<file path="src/include/t16w_regs.svh">
/*
 * Register offsets, field positions, mode codes, reset values and divider counts
 * of the 16-bit waveform timer. Assumes a 3-bit word address and 16-bit data.
 */
`ifndef T16W_REGS_SVH
`define T16W_REGS_SVH

`define T16W_ADDR_CTRL 3'h0
`define T16W_ADDR_COUNT 3'h1
`define T16W_ADDR_CMP_A 3'h2
`define T16W_ADDR_CMP_B 3'h3
`define T16W_ADDR_CAPTURE 3'h4
`define T16W_ADDR_FLAGS 3'h5
`define T16W_ADDR_PIN 3'h6

`define T16W_CTRL_MODE_F 3:0
`define T16W_CTRL_CS_F 6:4
`define T16W_CTRL_ACT_A_F 9:8
`define T16W_CTRL_ACT_B_F 11:10

`define T16W_FLG_OVF 0
`define T16W_FLG_CMP_A 1
`define T16W_FLG_CMP_B 2
`define T16W_FLG_CAP 3
`define T16W_FLG_F 3:0

`define T16W_PIN_DIR_F 1:0
`define T16W_PIN_PORT_F 3:2

`define T16W_MODE_CTC_A 4'h4
`define T16W_MODE_PWM8 4'h5
`define T16W_MODE_PWM9 4'h6
`define T16W_MODE_PWM10 4'h7
`define T16W_MODE_CTC_CAP 4'hc
`define T16W_MODE_PWM_CAP 4'he
`define T16W_MODE_PWM_A 4'hf

`define T16W_TOP8 16'h00ff
`define T16W_TOP9 16'h01ff
`define T16W_TOP10 16'h03ff
`define T16W_MAX 16'hffff
`define T16W_BOTTOM 16'h0000

`define T16W_ACT_OFF 2'h0
`define T16W_ACT_TOGGLE 2'h1
`define T16W_ACT_CLEAR 2'h2
`define T16W_ACT_SET 2'h3

`define T16W_CS_STOP 3'h0
`define T16W_CS_1 3'h1
`define T16W_CS_8 3'h2
`define T16W_CS_64 3'h3
`define T16W_CS_256 3'h4
`define T16W_CS_1024 3'h5
`define T16W_DIV8_LAST 10'h007
`define T16W_DIV64_LAST 10'h03f
`define T16W_DIV256_LAST 10'h0ff
`define T16W_DIV1024_LAST 10'h3ff

`define T16W_RST_16 16'h0000
`define T16W_RST_4 4'h0
`define T16W_RST_2 2'h0
`define T16W_RST_OEN 2'h3

`endif

</file>
<file path="src/include/t16w_pkg.sv">
/*
 * Types of the 16-bit waveform timer: control word, pin control and flags.
 * Assumes t16w_regs.svh for the field positions; the pin and flag types mirror them, the control type has no gap at bit 7.
 */
package t16w_pkg;

	typedef struct packed {
		logic [1:0] act_b;
		logic [1:0] act_a;
		logic [2:0] clk_sel;
		logic [3:0] mode;
	} t16w_ctrl_t;

	typedef struct packed {
		logic [1:0] port;
		logic [1:0] dir;
	} t16w_pin_t;

	typedef struct packed {
		logic cap;
		logic cmp_b;
		logic cmp_a;
		logic ovf;
	} t16w_flags_t;

endpackage

</file>
<file path="src/hdl/t16w_prescale.sv">
/*
 * Prescaler: turns the I/O clock into timer ticks of 1, 8, 64, 256 or 1024 cycles.
 * Assumes clk_sel_i comes from a register on the same clock.
 */
`timescale 1ns/1ps
`include "t16w_regs.svh"

module t16w_prescale #(
	parameter int DIV_W = 10
) (
	input wire logic clk_i,
	input wire logic rstn_i,
	input wire logic [2:0] clk_sel_i,
	output logic tick_o
);

	if (DIV_W < 10) begin : g_chk
		$error("t16w_prescale: DIV_W must cover the 1024 divider");
	end

	logic [DIV_W-1:0] div_q;
	logic [9:0] last;

	// Stopped prescaler restarts from zero so the first tick after start is a full period
	always_ff @(posedge clk_i) begin
		if (!rstn_i || clk_sel_i == `T16W_CS_STOP) begin
			div_q <= '0;
		end else begin
			div_q <= div_q + 1'b1;
		end
	end

	always_comb begin
		last = `T16W_DIV1024_LAST;
		tick_o = 1'b0;
		case (clk_sel_i)
			`T16W_CS_STOP: tick_o = 1'b0;
			`T16W_CS_1: tick_o = 1'b1;
			`T16W_CS_8: last = `T16W_DIV8_LAST;
			`T16W_CS_64: last = `T16W_DIV64_LAST;
			`T16W_CS_256: last = `T16W_DIV256_LAST;
			default: last = `T16W_DIV1024_LAST;
		endcase
		if (clk_sel_i != `T16W_CS_STOP && clk_sel_i != `T16W_CS_1) begin
			tick_o = ((div_q[9:0] & last) == last);
		end
	end

endmodule

</file>
<file path="src/hdl/t16w_chan.sv">
/*
 * One compare register with its buffer. Writes are masked to the active
 * resolution; in buffered modes the active value follows the buffer at top.
 * Assumes load_i is a single-cycle strobe on the same clock.
 */
`timescale 1ns/1ps
`include "t16w_regs.svh"

module t16w_chan #(
	parameter int W = 16
) (
	input wire logic clk_i,
	input wire logic rstn_i,
	input wire logic wr_i,
	input wire logic [W-1:0] wdata_i,
	input wire logic [W-1:0] mask_i,
	input wire logic buffered_i,
	input wire logic load_i,
	output logic [W-1:0] buf_o,
	output logic [W-1:0] active_o
);

	if (W < 2) begin : g_chk
		$error("t16w_chan: W too small");
	end

	logic [W-1:0] buf_q;
	logic [W-1:0] active_q;

	always_ff @(posedge clk_i) begin
		if (!rstn_i) begin
			buf_q <= '0;
		end else if (wr_i) begin
			buf_q <= wdata_i & mask_i;
		end
	end

	always_ff @(posedge clk_i) begin
		if (!rstn_i) begin
			active_q <= '0;
		end else if (wr_i && !buffered_i) begin
			active_q <= wdata_i & mask_i;
		end else if (buffered_i && load_i) begin
			active_q <= buf_q;
		end
	end

	assign buf_o = buf_q;
	assign active_o = active_q;

	AST_BUF_HOLD: assert property (@(posedge clk_i) disable iff (!rstn_i)
		buffered_i && !load_i |=> active_o == $past(active_o))
		else $error("compare value changed outside top in buffered mode");

endmodule

</file>
<file path="src/hdl/t16w_top.sv">
/*
 * 16-bit timer with clear-on-match and single-slope PWM waveform generation,
 * two compare channels, sticky flags and pin override.
 * Assumes a simple register port on clk_i; pin buffers live outside.
 */
// Chosen here: the register offsets and strobed register access.
`timescale 1ns/1ps
`include "t16w_regs.svh"

module t16w_top #(
	parameter int W = 16,
	parameter int DIV_W = 10
) (
	input wire logic clk_i,
	input wire logic rstn_i,
	input wire logic [2:0] addr_i,
	input wire logic [15:0] wdata_i,
	input wire logic we_i,
	input wire logic re_i,
	output logic [15:0] rdata_o,
	output logic [1:0] wave_pin_o,
	output logic [1:0] wave_pin_oen_o
);

	if (W != 16) begin : g_chk
		$error("t16w_top: counter width must be 16");
	end

	t16w_pkg::t16w_ctrl_t ctrl_q;
	t16w_pkg::t16w_pin_t pin_q;
	t16w_pkg::t16w_flags_t flags_q;
	t16w_pkg::t16w_flags_t flags_set;
	t16w_pkg::t16w_flags_t flags_clr;
	logic [15:0] count_q;
	logic [15:0] cap_q;
	logic [15:0] rdata_q;
	logic [1:0] wave_q;
	logic [1:0] pin_out_q;
	logic [1:0] pin_oen_q;

	logic tick;
	logic is_ctc;
	logic is_pwm;
	logic top_is_cap;
	logic [15:0] top_w;
	logic [15:0] cmp_mask;
	logic at_top;
	logic bottom;
	logic match_a;
	logic match_b;
	logic cnt_wr;
	logic cmp_a_wr;
	logic cmp_b_wr;
	logic [15:0] cmp_a_buf;
	logic [15:0] cmp_a_act;
	logic [15:0] cmp_b_buf;
	logic [15:0] cmp_b_act;
	logic [1:0] wave_d;
	logic [1:0] ovr;

	// Register port
	assign cnt_wr = we_i && addr_i == `T16W_ADDR_COUNT;
	assign cmp_a_wr = we_i && addr_i == `T16W_ADDR_CMP_A;
	assign cmp_b_wr = we_i && addr_i == `T16W_ADDR_CMP_B;

	always_ff @(posedge clk_i) begin
		if (!rstn_i) begin
			ctrl_q <= '0;
		end else if (we_i && addr_i == `T16W_ADDR_CTRL) begin
			ctrl_q.mode <= wdata_i[`T16W_CTRL_MODE_F];
			ctrl_q.clk_sel <= wdata_i[`T16W_CTRL_CS_F];
			ctrl_q.act_a <= wdata_i[`T16W_CTRL_ACT_A_F];
			ctrl_q.act_b <= wdata_i[`T16W_CTRL_ACT_B_F];
		end
	end

	always_ff @(posedge clk_i) begin
		if (!rstn_i) begin
			pin_q <= '0;
		end else if (we_i && addr_i == `T16W_ADDR_PIN) begin
			pin_q.dir <= wdata_i[`T16W_PIN_DIR_F];
			pin_q.port <= wdata_i[`T16W_PIN_PORT_F];
		end
	end

	// Capture top has no buffer: a write lands at once
	always_ff @(posedge clk_i) begin
		if (!rstn_i) begin
			cap_q <= `T16W_RST_16;
		end else if (we_i && addr_i == `T16W_ADDR_CAPTURE) begin
			cap_q <= wdata_i;
		end
	end

	// Read data stands only in the cycle after the strobe
	always_ff @(posedge clk_i) begin
		if (!rstn_i || !re_i) begin
			rdata_q <= `T16W_RST_16;
		end else begin
			case (addr_i)
				`T16W_ADDR_CTRL: rdata_q <= {4'h0, ctrl_q.act_b, ctrl_q.act_a, 1'b0, ctrl_q.clk_sel, ctrl_q.mode};
				`T16W_ADDR_COUNT: rdata_q <= count_q;
				`T16W_ADDR_CMP_A: rdata_q <= cmp_a_buf;
				`T16W_ADDR_CMP_B: rdata_q <= cmp_b_buf;
				`T16W_ADDR_CAPTURE: rdata_q <= cap_q;
				`T16W_ADDR_FLAGS: rdata_q <= {12'h000, flags_q};
				`T16W_ADDR_PIN: rdata_q <= {10'h000, wave_q, pin_q.port, pin_q.dir};
				default: rdata_q <= `T16W_RST_16;
			endcase
		end
	end

	assign rdata_o = rdata_q;

	// Mode decode
	always_comb begin
		is_ctc = 1'b0;
		is_pwm = 1'b0;
		top_is_cap = 1'b0;
		top_w = `T16W_MAX;
		cmp_mask = `T16W_MAX;
		case (ctrl_q.mode)
			`T16W_MODE_CTC_A: begin
				is_ctc = 1'b1;
				top_w = cmp_a_act;
			end
			`T16W_MODE_CTC_CAP: begin
				is_ctc = 1'b1;
				top_is_cap = 1'b1;
				top_w = cap_q;
			end
			`T16W_MODE_PWM8: begin
				is_pwm = 1'b1;
				top_w = `T16W_TOP8;
				cmp_mask = `T16W_TOP8;
			end
			`T16W_MODE_PWM9: begin
				is_pwm = 1'b1;
				top_w = `T16W_TOP9;
				cmp_mask = `T16W_TOP9;
			end
			`T16W_MODE_PWM10: begin
				is_pwm = 1'b1;
				top_w = `T16W_TOP10;
				cmp_mask = `T16W_TOP10;
			end
			`T16W_MODE_PWM_CAP: begin
				is_pwm = 1'b1;
				top_is_cap = 1'b1;
				top_w = cap_q;
			end
			`T16W_MODE_PWM_A: begin
				is_pwm = 1'b1;
				top_w = cmp_a_act;
			end
			default: top_w = `T16W_MAX;
		endcase
	end

	t16w_prescale #(
		.DIV_W(DIV_W)
	) u_prescale (
		.clk_i(clk_i),
		.rstn_i(rstn_i),
		.clk_sel_i(ctrl_q.clk_sel),
		.tick_o(tick)
	);

	t16w_chan #(
		.W(W)
	) u_chan_a (
		.clk_i(clk_i),
		.rstn_i(rstn_i),
		.wr_i(cmp_a_wr),
		.wdata_i(wdata_i),
		.mask_i(cmp_mask),
		.buffered_i(is_pwm),
		.load_i(bottom),
		.buf_o(cmp_a_buf),
		.active_o(cmp_a_act)
	);

	t16w_chan #(
		.W(W)
	) u_chan_b (
		.clk_i(clk_i),
		.rstn_i(rstn_i),
		.wr_i(cmp_b_wr),
		.wdata_i(wdata_i),
		.mask_i(cmp_mask),
		.buffered_i(is_pwm),
		.load_i(bottom),
		.buf_o(cmp_b_buf),
		.active_o(cmp_b_act)
	);

	// Equality only: a top written below the count is missed until the wrap
	assign at_top = (is_ctc || is_pwm) && count_q == top_w;
	assign bottom = tick && at_top;
	assign match_a = count_q == cmp_a_act;
	assign match_b = count_q == cmp_b_act;

	// A software count write beats a tick in the same cycle
	always_ff @(posedge clk_i) begin
		if (!rstn_i) begin
			count_q <= `T16W_BOTTOM;
		end else if (cnt_wr) begin
			count_q <= wdata_i;
		end else if (tick) begin
			if (at_top) begin
				count_q <= `T16W_BOTTOM;
			end else begin
				count_q <= count_q + 16'h0001;
			end
		end
	end

	// Flags: hardware set wins over a write-one clear in the same cycle
	always_comb begin
		flags_set = '0;
		flags_set.ovf = tick && (is_pwm ? at_top : count_q == `T16W_MAX);
		flags_set.cmp_a = tick && match_a;
		flags_set.cmp_b = tick && match_b;
		flags_set.cap = bottom && top_is_cap;
		flags_clr = '0;
		if (we_i && addr_i == `T16W_ADDR_FLAGS) begin
			flags_clr = wdata_i[`T16W_FLG_F];
		end
	end

	always_ff @(posedge clk_i) begin
		if (!rstn_i) begin
			flags_q <= '0;
		end else begin
			flags_q <= (flags_q & ~flags_clr) | flags_set;
		end
	end

	// Next waveform state; in PWM clear and set, bottom wins over a match on the same tick so that
	// a compare equal to top gives a steady level instead of a glitch
	function automatic logic wave_next(input logic cur, input logic [1:0] act, input logic hit,
		input logic bot, input logic clear_on_match_mode, input logic pwm, input logic may_toggle);
		logic n;
		n = cur;
		if (clear_on_match_mode) begin
			case (act)
				`T16W_ACT_TOGGLE: n = hit ? ~cur : cur;
				`T16W_ACT_CLEAR: n = hit ? 1'b0 : cur;
				`T16W_ACT_SET: n = hit ? 1'b1 : cur;
				default: n = cur;
			endcase
		end else if (pwm) begin
			case (act)
				`T16W_ACT_TOGGLE: n = (may_toggle && hit) ? ~cur : cur;
				`T16W_ACT_CLEAR: n = bot ? 1'b1 : (hit ? 1'b0 : cur);
				`T16W_ACT_SET: n = bot ? 1'b0 : (hit ? 1'b1 : cur);
				default: n = cur;
			endcase
		end
		return n;
	endfunction

	always_comb begin
		wave_d[0] = wave_next(wave_q[0], ctrl_q.act_a, tick && match_a, bottom, is_ctc, is_pwm,
			ctrl_q.mode == `T16W_MODE_PWM_A);
		wave_d[1] = wave_next(wave_q[1], ctrl_q.act_b, tick && match_b, bottom, is_ctc, is_pwm, 1'b0);
	end

	always_ff @(posedge clk_i) begin
		if (!rstn_i) begin
			wave_q <= `T16W_RST_2;
		end else begin
			wave_q <= wave_d;
		end
	end

	// Toggle in PWM has no effect on the pin except for channel A in mode 15
	always_comb begin
		ovr[0] = ctrl_q.act_a != `T16W_ACT_OFF &&
			!(is_pwm && ctrl_q.act_a == `T16W_ACT_TOGGLE && ctrl_q.mode != `T16W_MODE_PWM_A);
		ovr[1] = ctrl_q.act_b != `T16W_ACT_OFF && !(is_pwm && ctrl_q.act_b == `T16W_ACT_TOGGLE);
	end

	always_ff @(posedge clk_i) begin
		if (!rstn_i) begin
			pin_out_q <= `T16W_RST_2;
			pin_oen_q <= `T16W_RST_OEN;
		end else begin
			for (int i = 0; i < 2; i++) begin
				pin_out_q[i] <= ovr[i] ? wave_q[i] : pin_q.port[i];
				pin_oen_q[i] <= ~pin_q.dir[i];
			end
		end
	end

	assign wave_pin_o = pin_out_q;
	assign wave_pin_oen_o = pin_oen_q;

	AST_CTC_CLEAR: assert property (@(posedge clk_i) disable iff (!rstn_i)
		tick && is_ctc && count_q == top_w && !cnt_wr |=> count_q == 16'h0000)
		else $error("counter not cleared after top match");

	AST_CTC_TOP_FLAG: assert property (@(posedge clk_i) disable iff (!rstn_i)
		tick && ctrl_q.mode == `T16W_MODE_CTC_CAP && count_q == cap_q |=> flags_q.cap)
		else $error("capture flag missing at top");

	AST_CTC_WRAP: assert property (@(posedge clk_i) disable iff (!rstn_i)
		tick && is_ctc && count_q > top_w && count_q != 16'hffff && !cnt_wr
		|=> count_q == 16'($past(count_q) + 16'h0001))
		else $error("counter did not run on past a missed top");

	AST_CTC_TOGGLE: assert property (@(posedge clk_i) disable iff (!rstn_i)
		tick && is_ctc && ctrl_q.act_a == `T16W_ACT_TOGGLE && match_a |=> wave_q[0] != $past(wave_q[0]))
		else $error("output A did not toggle on match");

	AST_PIN_RELEASE: assert property (@(posedge clk_i) disable iff (!rstn_i)
		!pin_q.dir[0] ##1 !pin_q.dir[0] |-> wave_pin_oen_o[0])
		else $error("pin A driven while direction is input");

	AST_CTC_OVF: assert property (@(posedge clk_i) disable iff (!rstn_i)
		tick && is_ctc && count_q == 16'hffff |=> flags_q.ovf && count_q == 16'h0000 || $past(cnt_wr))
		else $error("overflow flag missing at rollover");

	AST_PWM_TOP: assert property (@(posedge clk_i) disable iff (!rstn_i)
		tick && is_pwm && count_q == top_w && !cnt_wr |=> count_q == 16'h0000 && flags_q.ovf)
		else $error("PWM counter not cleared at top");

	AST_PWM_NONINV: assert property (@(posedge clk_i) disable iff (!rstn_i)
		tick && is_pwm && ctrl_q.act_a == `T16W_ACT_CLEAR && match_a && !at_top |=> !wave_q[0])
		else $error("non-inverted output not cleared on match");

	AST_PWM_BOTTOM: assert property (@(posedge clk_i) disable iff (!rstn_i)
		tick && is_pwm && ctrl_q.act_b == `T16W_ACT_SET && at_top |=> !wave_q[1])
		else $error("inverted output not cleared at bottom");

	AST_PWM_CMP_FLAG: assert property (@(posedge clk_i) disable iff (!rstn_i)
		tick && is_pwm && match_b |=> flags_q.cmp_b)
		else $error("compare B flag missing");

	AST_PWM_LOAD: assert property (@(posedge clk_i) disable iff (!rstn_i)
		tick && is_pwm && at_top |=> cmp_a_act == $past(cmp_a_buf))
		else $error("compare A not loaded from buffer at top");

endmodule

</file>
<file path="config.mk">
export PLATFORM = sky130hd
export DESIGN_NAME = t16w_top
export DESIGN_NICKNAME = d
export VERILOG_FILES = /design/src/include/t16w_pkg.sv /design/src/hdl/t16w_prescale.sv /design/src/hdl/t16w_chan.sv /design/src/hdl/t16w_top.sv
export VERILOG_INCLUDE_DIRS = /design/src /design/src/include
export SDC_FILE = /design/constraint.sdc
export NUM_CORES = 1
export LEC_CHECK = 0
export BUFFER_PORTS_ARGS = -buffer_cell sky130_fd_sc_hd__buf_4
export CAP_MARGIN = 20
export CELL_PAD_IN_SITES_DETAIL_PLACEMENT = 1
export CELL_PAD_IN_SITES_GLOBAL_PLACEMENT = 1
export CORE_MARGIN = 2
export CORE_UTILIZATION = 42
export DETAILED_ROUTE_END_ITERATION = 12
export GPL_ROUTABILITY_DRIVEN = 1
export HOLD_SLACK_MARGIN = 0.06
export PLACE_DENSITY = 0.8
export RECOVER_POWER = 25
export SLEW_MARGIN = 10
export SYNTH_ARGS = -nofsm -noshare
export SYNTH_HDL_FRONTEND = slang
export SYNTH_SLANG_ARGS = --single-unit
</file>
<file path="constraint.sdc">
create_clock -name clk_i -period 2.91 [get_ports clk_i]
set_clock_uncertainty 0.05 [all_clocks]
set_input_delay 0.582 -clock clk_i [delete_from_list [all_inputs] [get_ports clk_i]]
set_output_delay 0.582 -clock clk_i [all_outputs]
set_load 0.03 [all_outputs]
</file>
==> qor.yml <==
outcome: "finished, violations left"
violations: "negative setup slack"
ir_worst_vdd_mv: 0.401
whs_ns: 0.358
slew_headroom_pct: 41.9
worstMarginPinSlew_ns: 0.871
crit_required_ns: 3.17
synth_edf_count: 0
start_util_pct: 42.6
gr-usage-all-layers_pct: 34.1
cts.sinks: 147
layout_common_cells: "nand2_1 (156), dfxtp_1 (145), buf_4 (102)"
clkPwrFrac_pct: 46.9
yosys.area.top_type_share_pct: 37.2
design_area_um2: 9630
power_frac_seq_pct: 42.2
r2r_cells: 11
drtPass1Iterations: 7
setup_viol: 36
cts_hold_buf: 0
post-route-period-util_pct: 106
place_hpwl_um: 23900
grt_max_degree: 49
avgSynthCellArea_um2: 7.79
drv_cap: 0
ys.flop_type: "dfxtp_1"
setup_ws_ns: -0.165
start_kind: "flop"
antennaDiodeCount: 0
min_path_cells: 1
grt_pass1_vias: 8374
p_int_mw: 3.65
hold_viol: 0
synthTopCellsByArea: "dfxtp_1 (37%), nand2_1 (7.4%), a21oi_1 (6.4%), nor2_1 (4.6%), xor2_1 (4.3%)"
core-area_um2: 18600
hp-class: "reg -> reg"
drt-total-wl_um: 34400
p_comb_share_pct: 10.9
cts-htree-levels: 4
async_flop_share_pct: 0
clock-root-buffer: "clkbuf_16"
fin_nets: 1099
clock_latency_ns: 0.44
syn_nets: 1041
die-area_um2: 20000
numPortBuffers: 42
cp-end-kind: "flop"
yosys.area.top_type: "dfxtp_1"
wl_per_cell_um: 26.0
power_density_nw_per_um2: 525
cts_buffers: 17
grt_pass1_wl_um: 51000
cp_data_arrival_time_ns: 3.34
netlist_instances: 1016
ant_nets: 0
cts_buffer_depth: 2
fin_crit_ns: 3.08
vias: 8552
path_max_fanout: 14
path_clk_slew_ns: 0.07
crit_type: "reg -> reg"
slew_viol_final: 0
switching_share_pct: 27.8
syn2layout_area_growth_pct: 21.7
viasPerCell: 6.47
ioPinCount: 43
finalWeightedCongestion: 1.00
layout-drive-gt1-share_pct: 19.8
fmax_mhz: 325
final_common_cell: "nand2_1"
yosys_warnings: 0
antenna_found_initial: 1
die_y_um: 141
row_count: 50
drtIter0Drc: 894
synth_seq_cells: 147
drc_errors: 0
cts_tree: "built"
ys_seq_area_share_pct: 37.2
p_sw_mw: 1.40
rsz0062_at_grt: "yes"
synth_area_um2: 7910
yosysUniqueCellTypes: 76
die_w_um: 141
p_leak_nw: 3.71
placed_cell_area_um2: 8800
grt.overflow.total: 0
-- worst paths after layout --
check	slack, ns	start	end
worst max-delay path	-0.17	ctrl_q[0]	u_chan_a.active_o[13]
worst min-delay path	0.36	pin_q[1]	wave_pin_oen_o[1]
worst max register to register	-0.17	ctrl_q[0]	u_chan_a.active_o[13]
worst min register to register	0.36	pin_q[1]	wave_pin_oen_o[1]
-- worst max-delay path, stage by stage (launching register included) --
cell      delay (ns)
dfxtp_4         0.37
buf_12          0.13
or4b_4          0.55
o21bai_1        0.21
nand2_1         0.11
a2111o_1        0.41
nor3_4          0.24
buf_6           0.14
nand3_2         0.13
buf_6           0.20
nor3_1          0.29
nor4_1          0.10
-- power by group through the flow --
| stage | Clock, mW | Combinational, mW | Sequential (mW) |
|---|---|---|---|
| 2_1_floorplan | 0 | 0.310 | 2.14 |
| 3_3_place_gp | 0 | 0.505 | 2.17 |
| 3_5_place_dp | 0 | 0.516 | 2.17 |
| 4_1_cts | 2.39 | 0.527 | 2.13 |
| 5_1_grt | 2.45 | 0.580 | 2.13 |
| 6_report | 2.37 | 0.552 | 2.13 |
-- cells by family after synthesis --
kind of cell    count (synthesis)  synth area share, %
fa+ha+maj                       2                0.316
simple gates                  451                 27.7
mux                            31                 5.08
compound gates                232                 18.8
xor+xnor                       49                 5.42
flops                         147                 37.2
buf+inv                       104                 5.45
-- flip-flops by register name (all words and copies together) (netlist names) --
signal             cells
pin_q                  4
wave_q                 2
wave_pin_oen_o         2
u_prescale.div_q      10
cap_q                 16
flags_q                4
u_chan_a.buf_o        16
wave_pin_o             2
count_q               16
u_chan_b.buf_o        16
u_chan_a.active_o     16
u_chan_b.active_o     16
rdata_o               16
ctrl_q                11
-- per-layer routing --
layer  up-vias  GRT usage [%]  part of all wire (%)  wire length [µm]
met1      4177           42.6                    39             13500
met2       472           53.3                    44             15200
met4         0           21.2                   7.5              2580
met3       165           8.03                   9.0              3080
met5         -              0                     0                 0
li1       3738              -                     -                 -
-- what timing repair did --
item | in CTS | in global routing
pin swaps | 1 | 6
cloned | 0 | 3
setup endpoints to repair | 31 | 40
gates resized for setup | 9 | 23
setup buffers | 1 | 5
-- Yosys cell counts, drive strengths merged, types with 3 or more instances --
cell	n
or3	6
xor2	39
a221oi	4
o221ai	5
and4	5
and2	3
o221a	13
o22ai	5
nor4	15
a31oi	17
a21oi	101
and3	15
nand2	156
buf	20
nand2b	4
o21ai	35
dfxtp	147
xnor2	10
a22oi	12
a211oi	5
or3b	3
clkbuf	69
nand3	41
nor2	96
nor2b	16
mux2i	12
a41oi	3
inv	15
nand4b	4
o21bai	4
or4	5
nor3	52
and4b	3
mux2	13
mux4	6
nand4	16
-- layout make-up --
type | count | area, µm²
clock buffer | 19 | 443
clock inverter | 13 | 174
fill | 2242 | 8950
inverter | 15 | 57.6
multi-input combinational | 765 | 4690
sequential | 147 | 2950
tap | 234 | 293
timing repair buffer | 128 | 1030
-- metrics by stage --
step | setup WS [ns] | total power, mW | setup TNS [ns] | instances | utilization, %
floorplan | 0.0263 | 2.45 | 0 | 1016 | -
global placement | 0.00201 | 2.68 | 0 | 1280 | 47.4
detailed placement | -0.0760 | 2.69 | -0.543 | 1280 | 47.4
CTS | -0.0300 | 5.04 | -0.248 | 1313 | 50.9
global route | -0.255 | 5.16 | -5.95 | 1321 | 51.8
finish | -0.165 | 5.05 | -2.47 | 1321 | 51.8
Note: power is estimated with default switching activity, not from simulation.
